## src/sfc_pkg.sv

```systemverilog
package sfc_pkg;

  // ----------------------------------------------------------------
  // Opcodes
  // ----------------------------------------------------------------
  localparam logic [7:0] OP_LOWPOWER_READ       = 8'h03;
  localparam logic [7:0] OP_FAST_ARRAY_READ     = 8'h0b;
  localparam logic [7:0] OP_DUAL_OUTPUT_READ    = 8'h3b;
  localparam logic [7:0] OP_DUAL_IO_READ        = 8'hbb;
  localparam logic [7:0] OP_QUAD_OUTPUT_READ    = 8'h6b;
  localparam logic [7:0] OP_QUAD_IO_READ        = 8'heb;
  localparam logic [7:0] OP_PAGE_ERASE          = 8'h81;
  localparam logic [7:0] OP_FOUR_KB_ERASE       = 8'h20;
  localparam logic [7:0] OP_HALF_BLOCK_ERASE    = 8'h52;
  localparam logic [7:0] OP_FULL_BLOCK_ERASE    = 8'hd8;
  localparam logic [7:0] OP_CHIP_WIPE_A         = 8'h60;
  localparam logic [7:0] OP_CHIP_WIPE_B         = 8'hc7;
  localparam logic [7:0] OP_PAGE_WRITE          = 8'h02;
  localparam logic [7:0] OP_DUAL_PAGE_WRITE     = 8'ha2;
  localparam logic [7:0] OP_QUAD_PAGE_WRITE     = 8'h32;
  localparam logic [7:0] OP_PAUSE_CMD_A         = 8'h75;
  localparam logic [7:0] OP_PAUSE_CMD_B         = 8'hb0;
  localparam logic [7:0] OP_CONTINUE_CMD_A      = 8'h7a;
  localparam logic [7:0] OP_CONTINUE_CMD_B      = 8'h30;
  localparam logic [7:0] OP_LATCH_SET_CMD       = 8'h06;
  localparam logic [7:0] OP_LATCH_CLEAR_CMD     = 8'h04;
  localparam logic [7:0] OP_VOLATILE_UNLOCK     = 8'h50;
  localparam logic [7:0] OP_SECREG_WIPE         = 8'h44;
  localparam logic [7:0] OP_SECREG_WRITE        = 8'h42;
  localparam logic [7:0] OP_SECREG_READ         = 8'h48;
  localparam logic [7:0] OP_STATUS_LOW_READ     = 8'h05;
  localparam logic [7:0] OP_STATUS_HIGH_READ    = 8'h35;
  localparam logic [7:0] OP_CONFIG_READ         = 8'h15;
  localparam logic [7:0] OP_STATUS_WRITE        = 8'h01;
  localparam logic [7:0] OP_CONFIG_WRITE        = 8'h31;
  localparam logic [7:0] OP_RESET_ARM           = 8'h66;
  localparam logic [7:0] OP_RESET_FIRE          = 8'h99;
  localparam logic [7:0] OP_IDENT_READ          = 8'h9f;

  // ----------------------------------------------------------------
  // Framing, array and timing
  // ----------------------------------------------------------------
  localparam logic [23:0] ADDR_MAX       = 24'h1fffff;
  localparam logic [15:0] ADDR_BYTES     = 16'h0003;
  localparam logic [15:0] DUMMY_BYTES    = 16'h0001;
  localparam logic [15:0] ONE_BYTE       = 16'h0001;
  localparam logic [15:0] TWO_BYTES      = 16'h0002;
  localparam logic [1:0]  LN_1           = 2'h0;
  localparam logic [1:0]  LN_2           = 2'h1;
  localparam logic [1:0]  LN_4           = 2'h2;
  localparam int          SYS_PERIOD_NS  = 10;
  localparam int          SCLK_PERIOD_NS = 160;
  localparam int          CS_GAP_NS      = 50;
  localparam logic [7:0]  HALF_CYC       = 8'(SCLK_PERIOD_NS / (2 * SYS_PERIOD_NS));
  localparam logic [7:0]  CS_GAP_CYC     = 8'((CS_GAP_NS + SYS_PERIOD_NS - 1) / SYS_PERIOD_NS);
  localparam int          FIFO_WIDTH     = 8;
  localparam int          FIFO_DEPTH     = 8;
  localparam logic [3:0]  IO_IDLE_VAL    = 4'hc;
  localparam logic [3:0]  IO_IDLE_OE     = 4'hd;

  // ----------------------------------------------------------------
  // Types
  // ----------------------------------------------------------------
  typedef enum logic [1:0] {
    DIR_NONE = 2'h0,
    DIR_WR   = 2'h1,
    DIR_RD   = 2'h2
  } sfc_dir_t;

  typedef struct packed {
    logic [7:0]  opcode;
    logic [23:0] addr;
    logic [15:0] len;
  } sfc_cmd_t;

  typedef struct packed {
    logic        has_addr;
    logic        has_dummy;
    sfc_dir_t    dir;
    logic [1:0]  addr_ln;
    logic [1:0]  data_ln;
    logic        quad;
    logic        fix_v;
    logic [15:0] fix_len;
  } sfc_dec_t;

  function automatic sfc_dec_t sfc_decode(input logic [7:0] op);
    sfc_dec_t d;
    d = '0;
    d.dir = DIR_NONE;
    unique case (op)
      OP_LOWPOWER_READ, OP_FAST_ARRAY_READ, OP_SECREG_READ,
      OP_DUAL_OUTPUT_READ, OP_DUAL_IO_READ,
      OP_QUAD_OUTPUT_READ, OP_QUAD_IO_READ: begin
        d.has_addr  = 1'b1;
        d.has_dummy = (op != OP_LOWPOWER_READ);
        d.dir       = DIR_RD;
        d.data_ln   = (op == OP_DUAL_OUTPUT_READ || op == OP_DUAL_IO_READ) ? LN_2 :
                      (op == OP_QUAD_OUTPUT_READ || op == OP_QUAD_IO_READ) ? LN_4 : LN_1;
        d.addr_ln   = (op == OP_DUAL_IO_READ) ? LN_2 : (op == OP_QUAD_IO_READ) ? LN_4 : LN_1;
        d.quad      = (op == OP_QUAD_OUTPUT_READ || op == OP_QUAD_IO_READ);
      end
      OP_PAGE_ERASE, OP_FOUR_KB_ERASE, OP_HALF_BLOCK_ERASE,
      OP_FULL_BLOCK_ERASE, OP_SECREG_WIPE: begin
        d.has_addr = 1'b1;
      end
      OP_PAGE_WRITE, OP_DUAL_PAGE_WRITE, OP_QUAD_PAGE_WRITE, OP_SECREG_WRITE: begin
        d.has_addr = 1'b1;
        d.dir      = DIR_WR;
        d.data_ln  = (op == OP_DUAL_PAGE_WRITE) ? LN_2 :
                     (op == OP_QUAD_PAGE_WRITE) ? LN_4 : LN_1;
        d.quad     = (op == OP_QUAD_PAGE_WRITE);
      end
      OP_STATUS_LOW_READ, OP_STATUS_HIGH_READ, OP_CONFIG_READ: begin
        d.dir     = DIR_RD;
        d.fix_v   = 1'b1;
        d.fix_len = ONE_BYTE;
      end
      OP_STATUS_WRITE, OP_CONFIG_WRITE: begin
        d.dir     = DIR_WR;
        d.fix_v   = 1'b1;
        d.fix_len = (op == OP_STATUS_WRITE) ? TWO_BYTES : ONE_BYTE;
      end
      OP_IDENT_READ: begin
        d.dir = DIR_RD;
      end
      default: begin
        d.dir = DIR_NONE;
      end
    endcase
    return d;
  endfunction : sfc_decode

endpackage : sfc_pkg

```

## src/sfc_fifo.sv

```systemverilog
`timescale 1ns/100ps
`default_nettype none
module sfc_fifo #(
  parameter int WIDTH = 8,
  parameter int DEPTH = 8
) (
  // Clock and reset
  input  wire logic             sys_clk_i,
  input  wire logic             rst_i,
  // Fill side
  input  wire logic             in_valid_i,
  input  wire logic [WIDTH-1:0] in_data_i,
  output logic                  in_ready_o,
  // Drain side
  output logic                  out_valid_o,
  output logic [WIDTH-1:0]      out_data_o,
  input  wire logic             out_ready_i
);
  localparam int AW = $clog2(DEPTH);

  logic [WIDTH-1:0] mem [DEPTH];
  logic [AW-1:0]    wp_reg;
  logic [AW-1:0]    rp_reg;
  logic [AW:0]      cnt_reg;
  logic [AW:0]      cnt_next;
  logic             push;
  logic             pop;

  assign push       = in_valid_i && in_ready_o;
  assign pop        = out_ready_i && out_valid_o;
  assign out_data_o = mem[rp_reg];

  always_comb begin
    cnt_next = cnt_reg;
    if (push && !pop) begin
      cnt_next = cnt_reg + 1'b1;
    end else if (pop && !push) begin
      cnt_next = cnt_reg - 1'b1;
    end
  end

  always_ff @(posedge sys_clk_i) begin
    if (push) begin
      mem[wp_reg] <= in_data_i;
    end
  end

  // ----------------------------------------------------------------
  // Pointers and registered flags
  // ----------------------------------------------------------------
  always_ff @(posedge sys_clk_i or posedge rst_i) begin
    if (rst_i) begin
      wp_reg      <= '0;
      rp_reg      <= '0;
      cnt_reg     <= '0;
      in_ready_o  <= 1'b1;
      out_valid_o <= 1'b0;
    end else begin
      if (push) begin
        wp_reg <= (wp_reg == AW'(DEPTH - 1)) ? '0 : wp_reg + 1'b1;
      end
      if (pop) begin
        rp_reg <= (rp_reg == AW'(DEPTH - 1)) ? '0 : rp_reg + 1'b1;
      end
      cnt_reg     <= cnt_next;
      in_ready_o  <= (cnt_next != (AW + 1)'(DEPTH));
      out_valid_o <= (cnt_next != '0);
    end
  end
endmodule : sfc_fifo
`default_nettype wire

```

## src/sfc_host.sv

```systemverilog
`timescale 1ns/100ps
`default_nettype none
module sfc_host (
  // Clock and reset
  input  wire logic             sys_clk_i,
  input  wire logic             rst_i,
  // Command port
  input  wire logic             cmd_valid_i,
  input  wire sfc_pkg::sfc_cmd_t cmd_i,
  output logic                  cmd_ready_o,
  input  wire logic             quad_ok_i,
  input  wire logic             pause_req_i,
  input  wire logic             abort_i,
  output logic                  done_o,
  output logic                  err_o,
  // Write data
  input  wire logic             wr_valid_i,
  input  wire logic [7:0]       wr_data_i,
  output logic                  wr_ready_o,
  // Read data
  output logic                  rd_valid_o,
  output logic [7:0]            rd_data_o,
  // Flash pins
  output logic                  sclk_o,
  output logic                  cs_n_o,
  output logic [3:0]            io_o,
  output logic [3:0]            io_oe_o,
  input  wire logic [3:0]       io_i
);

  // ----------------------------------------------------------------
  // Types and state
  // ----------------------------------------------------------------
  typedef enum logic [2:0] {
    ST_IDLE  = 3'h0,
    ST_LOAD  = 3'h1,
    ST_SHIFT = 3'h2,
    ST_PAUSE = 3'h3,
    ST_END   = 3'h4
  } sfc_st_t;

  typedef enum logic [2:0] {
    PH_OP    = 3'h0,
    PH_ADDR  = 3'h1,
    PH_DUMMY = 3'h2,
    PH_WR    = 3'h3,
    PH_RD    = 3'h4,
    PH_DONE  = 3'h5
  } sfc_ph_t;

  sfc_st_t           st_reg;
  sfc_ph_t           ph_reg;
  sfc_pkg::sfc_dec_t dec_reg;
  sfc_pkg::sfc_dec_t dec_w;
  logic [23:0]       addr_reg;
  logic [15:0]       len_reg;
  logic [15:0]       left_reg;
  logic              endless_reg;
  logic [3:0]        clk_left_reg;
  logic [7:0]        div_reg;
  logic [7:0]        gap_reg;
  logic [7:0]        sh_reg;
  logic [7:0]        sh_next;
  logic              pause_n_reg;
  logic [7:0]        last_op_reg;
  logic [3:0]        io_meta_reg;
  logic [3:0]        io_sync_reg;
  logic              bad_w;
  logic              go_end;
  logic              fifo_pop;
  logic              fifo_vld;
  logic [7:0]        fifo_data;
  sfc_ph_t           ph_after;

  // ----------------------------------------------------------------
  // Helpers
  // ----------------------------------------------------------------
  function automatic logic [3:0] clocks_per_byte(input logic [1:0] ln);
    return 4'(4'h8 >> ln);
  endfunction : clocks_per_byte

  function automatic logic [1:0] ph_lanes(input sfc_ph_t ph, input sfc_pkg::sfc_dec_t d);
    logic [1:0] l;
    l = sfc_pkg::LN_1;
    if (ph == PH_ADDR || ph == PH_DUMMY) begin
      l = d.addr_ln;
    end else if (ph == PH_WR || ph == PH_RD) begin
      l = d.data_ln;
    end
    return l;
  endfunction : ph_lanes

  function automatic sfc_ph_t next_ph(input sfc_ph_t ph, input sfc_pkg::sfc_dec_t d);
    sfc_ph_t n;
    n = (d.dir == sfc_pkg::DIR_WR) ? PH_WR : (d.dir == sfc_pkg::DIR_RD) ? PH_RD : PH_DONE;
    if (ph == PH_OP && d.has_addr) begin
      n = PH_ADDR;
    end else if ((ph == PH_OP || ph == PH_ADDR) && d.has_dummy) begin
      n = PH_DUMMY;
    end else if (ph == PH_WR || ph == PH_RD || ph == PH_DONE) begin
      n = PH_DONE;
    end
    return n;
  endfunction : next_ph

  function automatic logic [15:0] ph_len(input sfc_ph_t ph, input sfc_pkg::sfc_dec_t d,
                                         input logic [15:0] len);
    logic [15:0] n;
    n = '0;
    if (ph == PH_ADDR) begin
      n = sfc_pkg::ADDR_BYTES;
    end else if (ph == PH_DUMMY) begin
      n = sfc_pkg::DUMMY_BYTES;
    end else if (ph == PH_WR || ph == PH_RD) begin
      n = d.fix_v ? d.fix_len : len;
    end
    return n;
  endfunction : ph_len

  // Lanes 2 and 3 stay write-protect high and pause unless the phase runs on four lanes
  function automatic logic [7:0] lane_drive(input logic [7:0] sh, input logic [1:0] ln,
                                            input logic rd, input logic pause_n);
    logic [3:0] v;
    logic [3:0] oe;
    v  = {pause_n, 1'b1, 1'b0, sh[7]};
    oe = sfc_pkg::IO_IDLE_OE;
    if (ln == sfc_pkg::LN_2) begin
      v  = {pause_n, 1'b1, sh[7:6]};
      oe = rd ? 4'hc : 4'hf;
    end else if (ln == sfc_pkg::LN_4) begin
      v  = sh[7:4];
      oe = rd ? 4'h0 : 4'hf;
    end else if (rd) begin
      v[0] = 1'b0;
    end
    return {oe, v};
  endfunction : lane_drive

  // MSB arrives first, so bits shift in from the bottom
  function automatic logic [7:0] lane_capture(input logic [7:0] sh, input logic [1:0] ln,
                                              input logic [3:0] s);
    logic [7:0] r;
    r = {sh[6:0], s[1]};
    if (ln == sfc_pkg::LN_2) begin
      r = {sh[5:0], s[1:0]};
    end else if (ln == sfc_pkg::LN_4) begin
      r = {sh[3:0], s[3:0]};
    end
    return r;
  endfunction : lane_capture

  // ----------------------------------------------------------------
  // Command check and write buffer
  // ----------------------------------------------------------------
  assign dec_w   = sfc_pkg::sfc_decode(cmd_i.opcode);
  assign bad_w   = (dec_w.quad && !quad_ok_i)
                || (dec_w.has_addr && cmd_i.addr > sfc_pkg::ADDR_MAX)
                || (cmd_i.opcode == sfc_pkg::OP_RESET_FIRE
                    && last_op_reg != sfc_pkg::OP_RESET_ARM);
  assign go_end  = (ph_reg == PH_DONE) || (left_reg == '0 && !endless_reg)
                || (abort_i && ph_reg == PH_RD);
  assign fifo_pop = (st_reg == ST_LOAD) && !go_end && (ph_reg == PH_WR) && fifo_vld;
  assign sh_next  = lane_capture(sh_reg, ph_lanes(ph_reg, dec_reg), io_sync_reg);
  assign ph_after = next_ph(ph_reg, dec_reg);

  sfc_fifo #(
    .WIDTH (sfc_pkg::FIFO_WIDTH),
    .DEPTH (sfc_pkg::FIFO_DEPTH)
  ) u_wr_fifo (
    .sys_clk_i   (sys_clk_i),
    .rst_i       (rst_i),
    .in_valid_i  (wr_valid_i),
    .in_data_i   (wr_data_i),
    .in_ready_o  (wr_ready_o),
    .out_valid_o (fifo_vld),
    .out_data_o  (fifo_data),
    .out_ready_i (fifo_pop)
  );

  // ----------------------------------------------------------------
  // Input synchroniser
  // ----------------------------------------------------------------
  always_ff @(posedge sys_clk_i or posedge rst_i) begin
    if (rst_i) begin
      io_meta_reg <= '0;
      io_sync_reg <= '0;
    end else begin
      io_meta_reg <= io_i;
      io_sync_reg <= io_meta_reg;
    end
  end

  // ----------------------------------------------------------------
  // Frame sequencer
  // ----------------------------------------------------------------
  always_ff @(posedge sys_clk_i or posedge rst_i) begin
    if (rst_i) begin
      st_reg       <= ST_IDLE;
      ph_reg       <= PH_DONE;
      dec_reg      <= '0;
      addr_reg     <= '0;
      len_reg      <= '0;
      left_reg     <= '0;
      endless_reg  <= 1'b0;
      clk_left_reg <= '0;
      div_reg      <= '0;
      gap_reg      <= '0;
      sh_reg       <= '0;
      pause_n_reg  <= 1'b1;
      last_op_reg  <= '0;
      sclk_o       <= 1'b0;
      cs_n_o       <= 1'b1;
      cmd_ready_o  <= 1'b1;
      done_o       <= 1'b0;
      err_o        <= 1'b0;
      rd_valid_o   <= 1'b0;
      rd_data_o    <= '0;
    end else begin
      done_o     <= 1'b0;
      err_o      <= 1'b0;
      rd_valid_o <= 1'b0;
      unique case (st_reg)
        ST_IDLE: begin
          if (cmd_valid_i) begin
            if (bad_w) begin
              err_o <= 1'b1;
            end else begin
              dec_reg     <= dec_w;
              addr_reg    <= cmd_i.addr;
              len_reg     <= cmd_i.len;
              ph_reg      <= PH_OP;
              left_reg    <= sfc_pkg::ONE_BYTE;
              endless_reg <= (dec_w.dir == sfc_pkg::DIR_RD) && !dec_w.fix_v
                             && (cmd_i.len == '0);
              last_op_reg <= cmd_i.opcode;
              cs_n_o      <= 1'b0;
              cmd_ready_o <= 1'b0;
              st_reg      <= ST_LOAD;
            end
          end
        end
        ST_LOAD: begin
          if (go_end) begin
            cs_n_o  <= 1'b1;
            gap_reg <= sfc_pkg::CS_GAP_CYC;
            st_reg  <= ST_END;
          end else if (ph_reg != PH_WR || fifo_vld) begin
            // Write data starving holds the clock low rather than breaking the frame
            unique case (ph_reg)
              PH_OP:   sh_reg <= last_op_reg;
              PH_ADDR: sh_reg <= addr_reg[23:16];
              PH_WR:   sh_reg <= fifo_data;
              default: sh_reg <= '0;
            endcase
            if (ph_reg == PH_ADDR) begin
              addr_reg <= {addr_reg[15:0], 8'h00};
            end
            clk_left_reg <= clocks_per_byte(ph_lanes(ph_reg, dec_reg));
            div_reg      <= '0;
            st_reg       <= ST_SHIFT;
          end
        end
        ST_SHIFT: begin
          if (!sclk_o && div_reg == '0 && pause_req_i && !dec_reg.quad) begin
            pause_n_reg <= 1'b0;
            st_reg      <= ST_PAUSE;
          end else if (div_reg == sfc_pkg::HALF_CYC - 8'h01) begin
            div_reg <= '0;
            sclk_o  <= ~sclk_o;
            if (sclk_o) begin
              sh_reg       <= sh_next;
              clk_left_reg <= clk_left_reg - 4'h1;
              if (clk_left_reg == 4'h1) begin
                st_reg <= ST_LOAD;
                if (ph_reg == PH_RD) begin
                  rd_valid_o <= 1'b1;
                  rd_data_o  <= sh_next;
                end
                if (!endless_reg) begin
                  if (left_reg == sfc_pkg::ONE_BYTE) begin
                    ph_reg   <= ph_after;
                    left_reg <= ph_len(ph_after, dec_reg, len_reg);
                  end else begin
                    left_reg <= left_reg - 16'h0001;
                  end
                end
              end
            end
          end else begin
            div_reg <= div_reg + 8'h01;
          end
        end
        ST_PAUSE: begin
          if (abort_i) begin
            cs_n_o      <= 1'b1;
            pause_n_reg <= 1'b1;
            gap_reg     <= sfc_pkg::CS_GAP_CYC;
            st_reg      <= ST_END;
          end else if (!pause_req_i) begin
            pause_n_reg <= 1'b1;
            div_reg     <= '0;
            st_reg      <= ST_SHIFT;
          end
        end
        ST_END: begin
          if (gap_reg == '0) begin
            cmd_ready_o <= 1'b1;
            done_o      <= 1'b1;
            ph_reg      <= PH_DONE;
            st_reg      <= ST_IDLE;
          end else begin
            gap_reg <= gap_reg - 8'h01;
          end
        end
        default: begin
          cs_n_o <= 1'b1;
          st_reg <= ST_END;
        end
      endcase
    end
  end

  // ----------------------------------------------------------------
  // Pin drive
  // ----------------------------------------------------------------
  always_ff @(posedge sys_clk_i or posedge rst_i) begin
    if (rst_i) begin
      io_o    <= sfc_pkg::IO_IDLE_VAL;
      io_oe_o <= sfc_pkg::IO_IDLE_OE;
    end else if (st_reg == ST_IDLE || st_reg == ST_END) begin
      io_o    <= sfc_pkg::IO_IDLE_VAL;
      io_oe_o <= sfc_pkg::IO_IDLE_OE;
    end else begin
      {io_oe_o, io_o} <= lane_drive(sh_reg, ph_lanes(ph_reg, dec_reg),
                                    ph_reg == PH_RD, pause_n_reg);
    end
  end

endmodule : sfc_host
`default_nettype wire

```

## config.mk

```make
export PLATFORM = sky130hd
export DESIGN_NAME = sfc_host
export DESIGN_NICKNAME = d
export VERILOG_FILES = /design/src/sfc_pkg.sv /design/src/sfc_fifo.sv /design/src/sfc_host.sv
export SDC_FILE = /design/constraint.sdc
export NUM_CORES = 1
export LEC_CHECK = 0
export BUFFER_PORTS_ARGS = -buffer_cell sky130_fd_sc_hd__buf_2
export CORE_ASPECT_RATIO = 1.1
export CORE_MARGIN = 2
export CORE_UTILIZATION = 25
export DETAILED_ROUTE_END_ITERATION = 8
export GPL_TIMING_DRIVEN = 0
export SYNTH_ARGS = -nofsm -noshare
export SYNTH_HDL_FRONTEND = slang
export SYNTH_SLANG_ARGS = --single-unit
```

## constraint.sdc

```tcl
create_clock -name sys_clk_i -period 5.5 [get_ports sys_clk_i]
set_clock_uncertainty 0.15 [all_clocks]
set_input_delay 0.55 -clock sys_clk_i [delete_from_list [all_inputs] [get_ports sys_clk_i]]
set_output_delay 0.55 -clock sys_clk_i [all_outputs]
set_load 0.1 [all_outputs]
```

== Word-level counts from Yosys, hierarchy flattened ==
Memory sizes are Yosys's and may differ from the RTL's.
Cells that the tools add are included.
W data, S select, Z words.

* Memory bits (writable): 64
* Input bits: 67
* Bits in registers: 168
* Memories kept: 1

* Multiplexer cells: 129
* $add $sub $neg: 8
* Bitwise logic cells: 4
* $lt $le $gt $ge: 1
* Shift operators: 1
* Reduce and logical (&&, ||, !) cells: 76
* Equal/unequal tests: 75

{| class="wikitable"
|+ Memory list
! name !! depth !! width !! read ports !! clocked after memory_dff !! write ports !! line !! text
|-
| u_wr_fifo.mem || 8 || 8 || 1 || 0 || 1 || sfc_fifo.sv:21 || <nowiki>logic [WIDTH-1:0] mem [DEPTH];</nowiki>
|}

{| class="wikitable"
|+ Operators with widths
! cell !! count
|-
| $mux W16 || 12
|-
| $mux W8 || 16
|-
| $mux W24 || 5
|-
| $mux W3 || 27
|-
| $pmux W8 S3 || 3
|-
| $eq A8 B8 Y1 const B || 7
|-
| $mux W4 || 13
|-
| $pmux W24 S2 || 1
|-
| $eq A8 B6 Y1 const B || 5
|-
| $eq A8 B7 Y1 const B || 5
|-
| $pmux W17 S2 || 1
|-
| $logic_not A16 Y1 || 2
|-
| $ne A2 B2 Y1 const B || 16
|-
| $pmux W16 S2 || 1
|-
| $mux W2 || 15
|-
| $mux W1 || 26
|-
| $gt A24 B21 Y1 const B || 1
|-
| $reduce_and A6 Y1 || 4
|-
| $logic_and A1 B1 Y1 || 19
|-
| $eq A3 B2 Y1 const B || 6
|-
| $eq A3 B3 Y1 const B || 6
|-
| $eq A16 B1 Y1 const B || 1
|-
| $eq A8 B2 Y1 const B || 2
|-
| $eq A8 B3 Y1 const B || 2
|-
| other kinds (48) || 98
|}

== Depth between registers and ports, before layout ==
* Depth after elaboration: 18
* Depth in mapped cells: 10

== Hierarchy ==
Synthesis repeated with hierarchy kept, for this count alone.

* Cell total of the unflattened synthesis: 978
* Area total of the unflattened synthesis: 11003.1 um2

{| class="wikitable"
|+ Modules (own cells, without submodules)
! module !! area an instance (um2) !! instances !! cells each !! seq. area each (um2)
|-
| sfc_host || 7798.7 || 1 || 803 || 3539.6
|-
| sfc_fifo || 3204.3 || 1 || 175 || 2223.4
|}

== Worst setup path after synthesis ==
No wires, ideal clock.

* Path type: register to register
* From: register sclk_o
* To: register left_reg[8]
* Path slack: 2.633 ns
* Setup time: 0.135 ns
* Buffers on the path: 1
* Period minus slack after synthesis: 2.867 ns
* Arrival: 2.582 ns
* Cell stages (with the launch flop): 8
* Cells stage by stage: dfrtp_1 > nand4bb_1 > or3_1 > or4_1 > o41a_1 > buf_2 > a32oi_1 > o22ai_1

* Longest elaborated chain between the ends: 6
* Elaborated cells between the ends (all ways): 7
* Classes of those cells: eq/ne (2); reduce/logical (5)

{| class="wikitable"
|+ RTL lines
! what !! line !! text
|-
| start, declared || sfc_host.sv:24 || <nowiki>output logic sclk_o,</nowiki>
|-
| start signal, assigned || sfc_host.sv:269 || <nowiki>sclk_o <= ~sclk_o;</nowiki>
|-
| $logic_not A1 Y1 || sfc_host.sv:264 || <nowiki>if (!sclk_o && div_reg == '0 && pause_req_i && !dec_reg.quad) begin</nowiki>
|-
| $logic_and A1 B1 Y1 (3 in series) || sfc_host.sv:264 ||
|-
| $ne A2 B2 Y1 (no line) || n/a ||
|-
| $reduce_and A8 Y1 (no line) (*) || n/a ||
|-
| end signal, assigned || sfc_host.sv:232 || <nowiki>left_reg <= sfc_pkg::ONE_BYTE;</nowiki>
|-
| end signal, assigned || sfc_host.sv:282 || <nowiki>left_reg <= ph_len(ph_after, dec_reg, len_reg);</nowiki>
|-
| end signal, assigned || sfc_host.sv:284 || <nowiki>left_reg <= left_reg - 16'h0001;</nowiki>
|-
| end, declared || sfc_host.sv:57 || <nowiki>logic [15:0] left_reg;</nowiki>
|}

Every way passes the cells marked *; elsewhere a longest branch is shown, timed or not.
A chain may end at the register's enable or synchronous reset.

== Final worst setup path ==
* From: register ph_reg[2]
* To: register sh_reg[4]

* Longest elaborated chain between the ends: 11
* Elaborated cells between the ends (all ways): 29
* Classes of those cells: eq/ne (10); mux (11); reduce/logical (8)

{| class="wikitable"
|+ RTL lines
! what !! line !! text
|-
| start, declared || sfc_host.sv:52 || <nowiki>sfc_ph_t ph_reg;</nowiki>
|-
| start signal, assigned || sfc_host.sv:281 || <nowiki>ph_reg <= ph_after;</nowiki>
|-
| $eq A3 B2 Y1 or $eq A3 B3 Y1 (tied branches) || sfc_host.sv:87, sfc_host.sv:249, sfc_host.sv:161 ||
|-
| $logic_or A1 B1 Y1 || sfc_host.sv:87 || <nowiki>end else if (ph == PH_WR || ph == PH_RD) begin</nowiki>
|-
| $mux W2 || sfc_host.sv:87 ||
|-
| $mux W2 || n/a ||
|-
| $eq A2 B2 Y1 || sfc_host.sv:146 || <nowiki>end else if (ln == sfc_pkg::LN_4) begin</nowiki>
|-
| $mux W8 || sfc_host.sv:146 ||
|-
| $mux W8 || sfc_host.sv:144 || <nowiki>if (ln == sfc_pkg::LN_2) begin</nowiki>
|-
| $mux W8 || sfc_host.sv:270 || <nowiki>if (sclk_o) begin</nowiki>
|-
| $mux W8 || sfc_host.sv:267 || <nowiki>end else if (div_reg == sfc_pkg::HALF_CYC - 8'h01) begin</nowiki>
|-
| $mux W8 || sfc_host.sv:264 ||
|-
| $pmux W8 S2 || sfc_host.sv:222 || <nowiki>unique case (st_reg)</nowiki>
|-
| end signal, assigned || sfc_host.sv:250 || <nowiki>PH_OP: sh_reg <= last_op_reg;</nowiki>
|-
| end signal, assigned || sfc_host.sv:251 || <nowiki>PH_ADDR: sh_reg <= addr_reg[23:16];</nowiki>
|-
| end signal, assigned || sfc_host.sv:271 || <nowiki>sh_reg <= sh_next;</nowiki>
|-
| end, declared || sfc_host.sv:62 || <nowiki>logic [7:0] sh_reg;</nowiki>
|}

Parallel ways exist; a longest one is shown, timed or not. The select of a mux whose other input is x is not followed.

==> reports/metrics.json <==
{
  "number_of_failing_setup_endpoints_in_the_final_timing_report": {"value": 0},
  "finalMaxSlewViolations": {"value": 0},
  "core.rowCount": {"value": 80},
  "place_area": {"value": 12100, "unit": "um2"},
  "via_per_inst": {"value": 4.91},
  "hp-start": {"value": "cmd_i[18]"},
  "numCtsBuffers": {"value": 27},
  "syn-cell-area": {"value": 10900, "unit": "um2"},
  "sequentialPowerShare": {"value": 38.1, "unit": "%"},
  "endpoint_type_of_the_worst_setup_path": {"value": "register"},
  "setup_repair_after_global_routing_missed_its_margin": {"value": "false"},
  "register_to_register_path_depth": {"value": 8},
  "final_common_cell": {"value": "sky130_fd_sc_hd__dfrtp_1"},
  "core_region_area": {"value": 43100, "unit": "um2"},
  "cts_post_setup_buffers_inserted": {"value": 0},
  "synth-main-ff-cell": {"value": "sky130_fd_sc_hd__dfrtp_1"},
  "post_route_cells_drive_above_1_share": {"value": 23.7, "unit": "%"},
  "synthesis.area_per_instance": {"value": 11.5, "unit": "um2"},
  "grt_start_max_net_pins": {"value": 105},
  "layout.filler_cells": {"value": 4452},
  "worst_hold_path.endpoint": {"value": "addr_reg[2]$_DFFE_PP0P_"},
  "clkSinkCount": {"value": 217},
  "die_y": {"value": 223, "unit": "um"},
  "flip_flop_count_of_the_largest_register_all_copies_and_words_added": {"value": 64},
  "pwr-share-clk": {"value": 27.7, "unit": "%"},
  "max_cap_viol_count": {"value": 0},
  "report.final.hold_viol_count": {"value": 0},
  "vias": {"value": 8194},
  "synth_cell_type_count": {"value": 78},
  "first_pass_grt_wire_length": {"value": 45.5, "unit": "mm"},
  "synthesized_netlist_net_count": {"value": 1030},
  "combinationalPowerShare": {"value": 34.2, "unit": "%"},
  "regToRegSetupSlack": {"value": 2.36, "unit": "ns"},
  "synth-compound-area-share": {"value": 13.9, "unit": "%"},
  "maxSlewHeadroom": {"value": 15.4, "unit": "%"},
  "ys_seq_area_share": {"value": 52.9, "unit": "%"},
  "worst_setup_hold_path_clk_slew": {"value": 0.06, "unit": "ns"},
  "grt-ovfl-total": {"value": 0},
  "tns": {"value": 0, "unit": "ns"},
  "stdcell_count": {"value": 1670},
  "detailed_route_wire_length": {"value": 28.6, "unit": "mm"},
  "layout_common_cells": {"value": "143 x sky130_fd_sc_hd__dfrtp_1, 102 x sky130_fd_sc_hd__buf_2, 64 x sky130_fd_sc_hd__nand2_1, 64 x sky130_fd_sc_hd__edfxtp_1, 59 x sky130_fd_sc_hd__mux2_2"},
  "worstSetupStartpointType": {"value": "register"},
  "routedWlPerCell": {"value": 17.1, "unit": "um"},
  "initial_antenna_violation_count": {"value": 2},
  "reg2reg_from": {"value": "ph_reg[2]$_DFFE_PP1P_"},
  "p_leak": {"value": 0.00528, "unit": "uW"},
  "final.period_utilization": {"value": 57.0, "unit": "%"},
  "synthCells": {"value": 948},
  "pre_cts_ws": {"value": 2.09, "unit": "ns"},
  "synth_enable_flop_cells": {"value": 64},
  "p_int": {"value": 3960, "unit": "uW"},
  "post-route-drc-count": {"value": 0},
  "netSwitchingFraction": {"value": 36.1, "unit": "%"},
  "area_share_of_fa_ha_maj_cells_after_synthesis": {"value": 1.72, "unit": "%"},
  "post_cts.resized_instances": {"value": 0},
  "io_buffer_count": {"value": 89},
  "yosys_register_bits": {"value": 217},
  "synth.yosys.warnings": {"value": 0},
  "h-tree-depth": {"value": 1},
  "die-width": {"value": 203, "unit": "um"},
  "period_needed": {"value": 3.14, "unit": "ns"},
  "synthXorXnorAreaFrac": {"value": 0.241, "unit": "%"},
  "postSynth.asyncResetShare": {"value": 70.5, "unit": "%"},
  "num_io_pins": {"value": 90},
  "synth_mux_area_share": {"value": 13.3, "unit": "%"},
  "worstPathArrival": {"value": 3.39, "unit": "ns"},
  "first_global_vias": {"value": 8240},
  "cellPowerDensity": {"value": 476, "unit": "nW/um2"},
  "post_dp_hpwl": {"value": 20.6, "unit": "mm"},
  "fmaxAchievable": {"value": 319, "unit": "MHz"},
  "synthSimpleGateAreaFrac": {"value": 14.1, "unit": "%"},
  "cts_buffer_depth": {"value": 3},
  "dr.pass1.iters": {"value": 5},
  "cts-hold-fix-buffers": {"value": 5},
  "holdCritPathClass": {"value": "in -> reg"},
  "net_sw_power": {"value": 2240, "unit": "uW"},
  "area.growth.synth_to_final": {"value": 19.5, "unit": "%"},
  "floorplan.initialDensity": {"value": 25.2, "unit": "%"},
  "initialDrtViolationCount": {"value": 468},
  "finish.instance_area": {"value": 13000, "unit": "um2"},
  "nNetsFinal": {"value": 1156},
  "ir_drop": {"value": 0.000242, "unit": "V"},
  "tightest_slew": {"value": 1.26, "unit": "ns"},
  "cts_tree": {"value": "done"},
  "clk_root_buffer_cell": {"value": "sky130_fd_sc_hd__clkbuf_16"},
  "crit-reg2reg-capture": {"value": "sh_reg[4]$_DFFE_PP0P_"},
  "crit_required": {"value": 5.75, "unit": "ns"},
  "clkLatencyLatePin": {"value": 0.55, "unit": "ns"},
  "finalCoreUtilization": {"value": 30.1, "unit": "%"},
  "die_outline_area": {"value": 45200, "unit": "um2"},
  "placed_cells_incl_taps": {"value": 1613},
  "status": {"value": "completed"},
  "grt_util_all_layers": {"value": 12.7, "unit": "%"},
  "ant_nets": {"value": 0},
  "worst-path-max-fanout": {"value": 10},
  "synth_top_family_by_area": {"value": "simple AND/OR/NAND/NOR gates"},
  "gpl.final_weighted_congestion": {"value": 0.871},
  "critPathKind": {"value": "reg -> reg"},
  "postLayoutSetupSlackWorst": {"value": 2.36, "unit": "ns"},
  "hold_depth": {"value": 3}
}
-- metrics by stage --
stage	power, uW	hold slack, ns
2_1_floorplan	3890	0.181
3_3_place_gp	4460	0.192
3_5_place_dp	4510	0.189
4_1_cts	6270	0.0675
5_1_grt	6570	0.0744
6_report	6190	0.0874
-- power groups by stage --
stage | registers (uW) | logic, uW | clock network, uW
floorplan | 2390 | 1500 | 0
global placement | 2380 | 2080 | 0
detailed placement | 2390 | 2120 | 0
CTS | 2360 | 2140 | 1770
global route | 2410 | 2330 | 1830
finish | 2360 | 2120 | 1710
-- area by class of cell --
cell class                      instances  area [um2]  share of cell area, %
Sequential cell                       217        5760                   44.3
Multi-Input combinational cell        635        4710                   36.2
Tap cell                              574         718                   5.52
Clock buffer                           32         694                   5.34
Timing Repair Buffer                   97         538                   4.14
Buffer                                 54         256                   1.97
Inverter                               42         165                   1.27
Clock inverter                         18         155                   1.19
Antenna cell                            1        2.50                 0.0192
-- cells by family after synthesis --
family / count (synthesis)
simple gates: 284
compound gates: 218
flops: 217
mux: 115
buf+inv: 96
fa+ha+maj: 15
xor+xnor: 3
-- cells in the mapped netlist, drive strengths merged, types with 14 or more instances --
cell type,n,area share (%)
nand2,64,2.2
nor2,57,2.0
a21oi,39,1.8
ha,15,1.7
edfxtp,64,18
mux4,16,3.3
inv,42,1.4
nor3,29,1.3
dfrtp,143,33
buf,22,1.3
nor4,18,1.2
o22ai,14,0.80
o21ai,56,2.7
mux2,64,6.8
nand3,29,1.3
clkbuf,32,1.1
mux2i,35,3.2
-- critical path, stage by stage (launching register included) --
cell and delay, ns:
sky130_fd_sc_hd__dfstp_2 0.54, sky130_fd_sc_hd__clkbuf_1 0.31, sky130_fd_sc_hd__nand3b_1 0.28, sky130_fd_sc_hd__a21boi_0 0.19
sky130_fd_sc_hd__o21ai_1 0.63, sky130_fd_sc_hd__nand2_1 0.18, sky130_fd_sc_hd__buf_2 0.23, sky130_fd_sc_hd__o21ai_0 0.34
sky130_fd_sc_hd__o21ai_0 0.13
-- worst max path at each step --
stage	slack [ns]	to	start	cells past startpoint
detailed placement	2.09	left_reg[6]$_DFFE_PP0P_	cmd_i[42]	10
global placement	-1.45	io_meta_reg[1]$_DFF_PP0_	rst_i	2
finish	2.36	sh_reg[4]$_DFFE_PP0P_	ph_reg[2]$_DFFE_PP1P_	8
CTS	2.33	sh_reg[1]$_DFFE_PP0P_	u_wr_fifo.rp_reg[0]$_DFFE_PP0P_	8
floorplan	0.70	addr_reg[0]$_DFFE_PP0P_	rst_i	1
global route	2.03	rd_data_o[7]$_DFFE_PP0P_	ph_reg[2]$_DFFE_PP1P_	8
-- per-layer routing --
layer / track usage (%) / up-vias / part of all wire (%)
met1: 15.9 / 4096 / 42
met5: 0 / - / 0.046
met2: 22.0 / 211 / 50
li1: - / 3836 / -
met3: 2.19 / 49 / 5.3
met4: 4.21 / 2 / 2.6
Note: power is estimated with default switching activity, not from simulation.
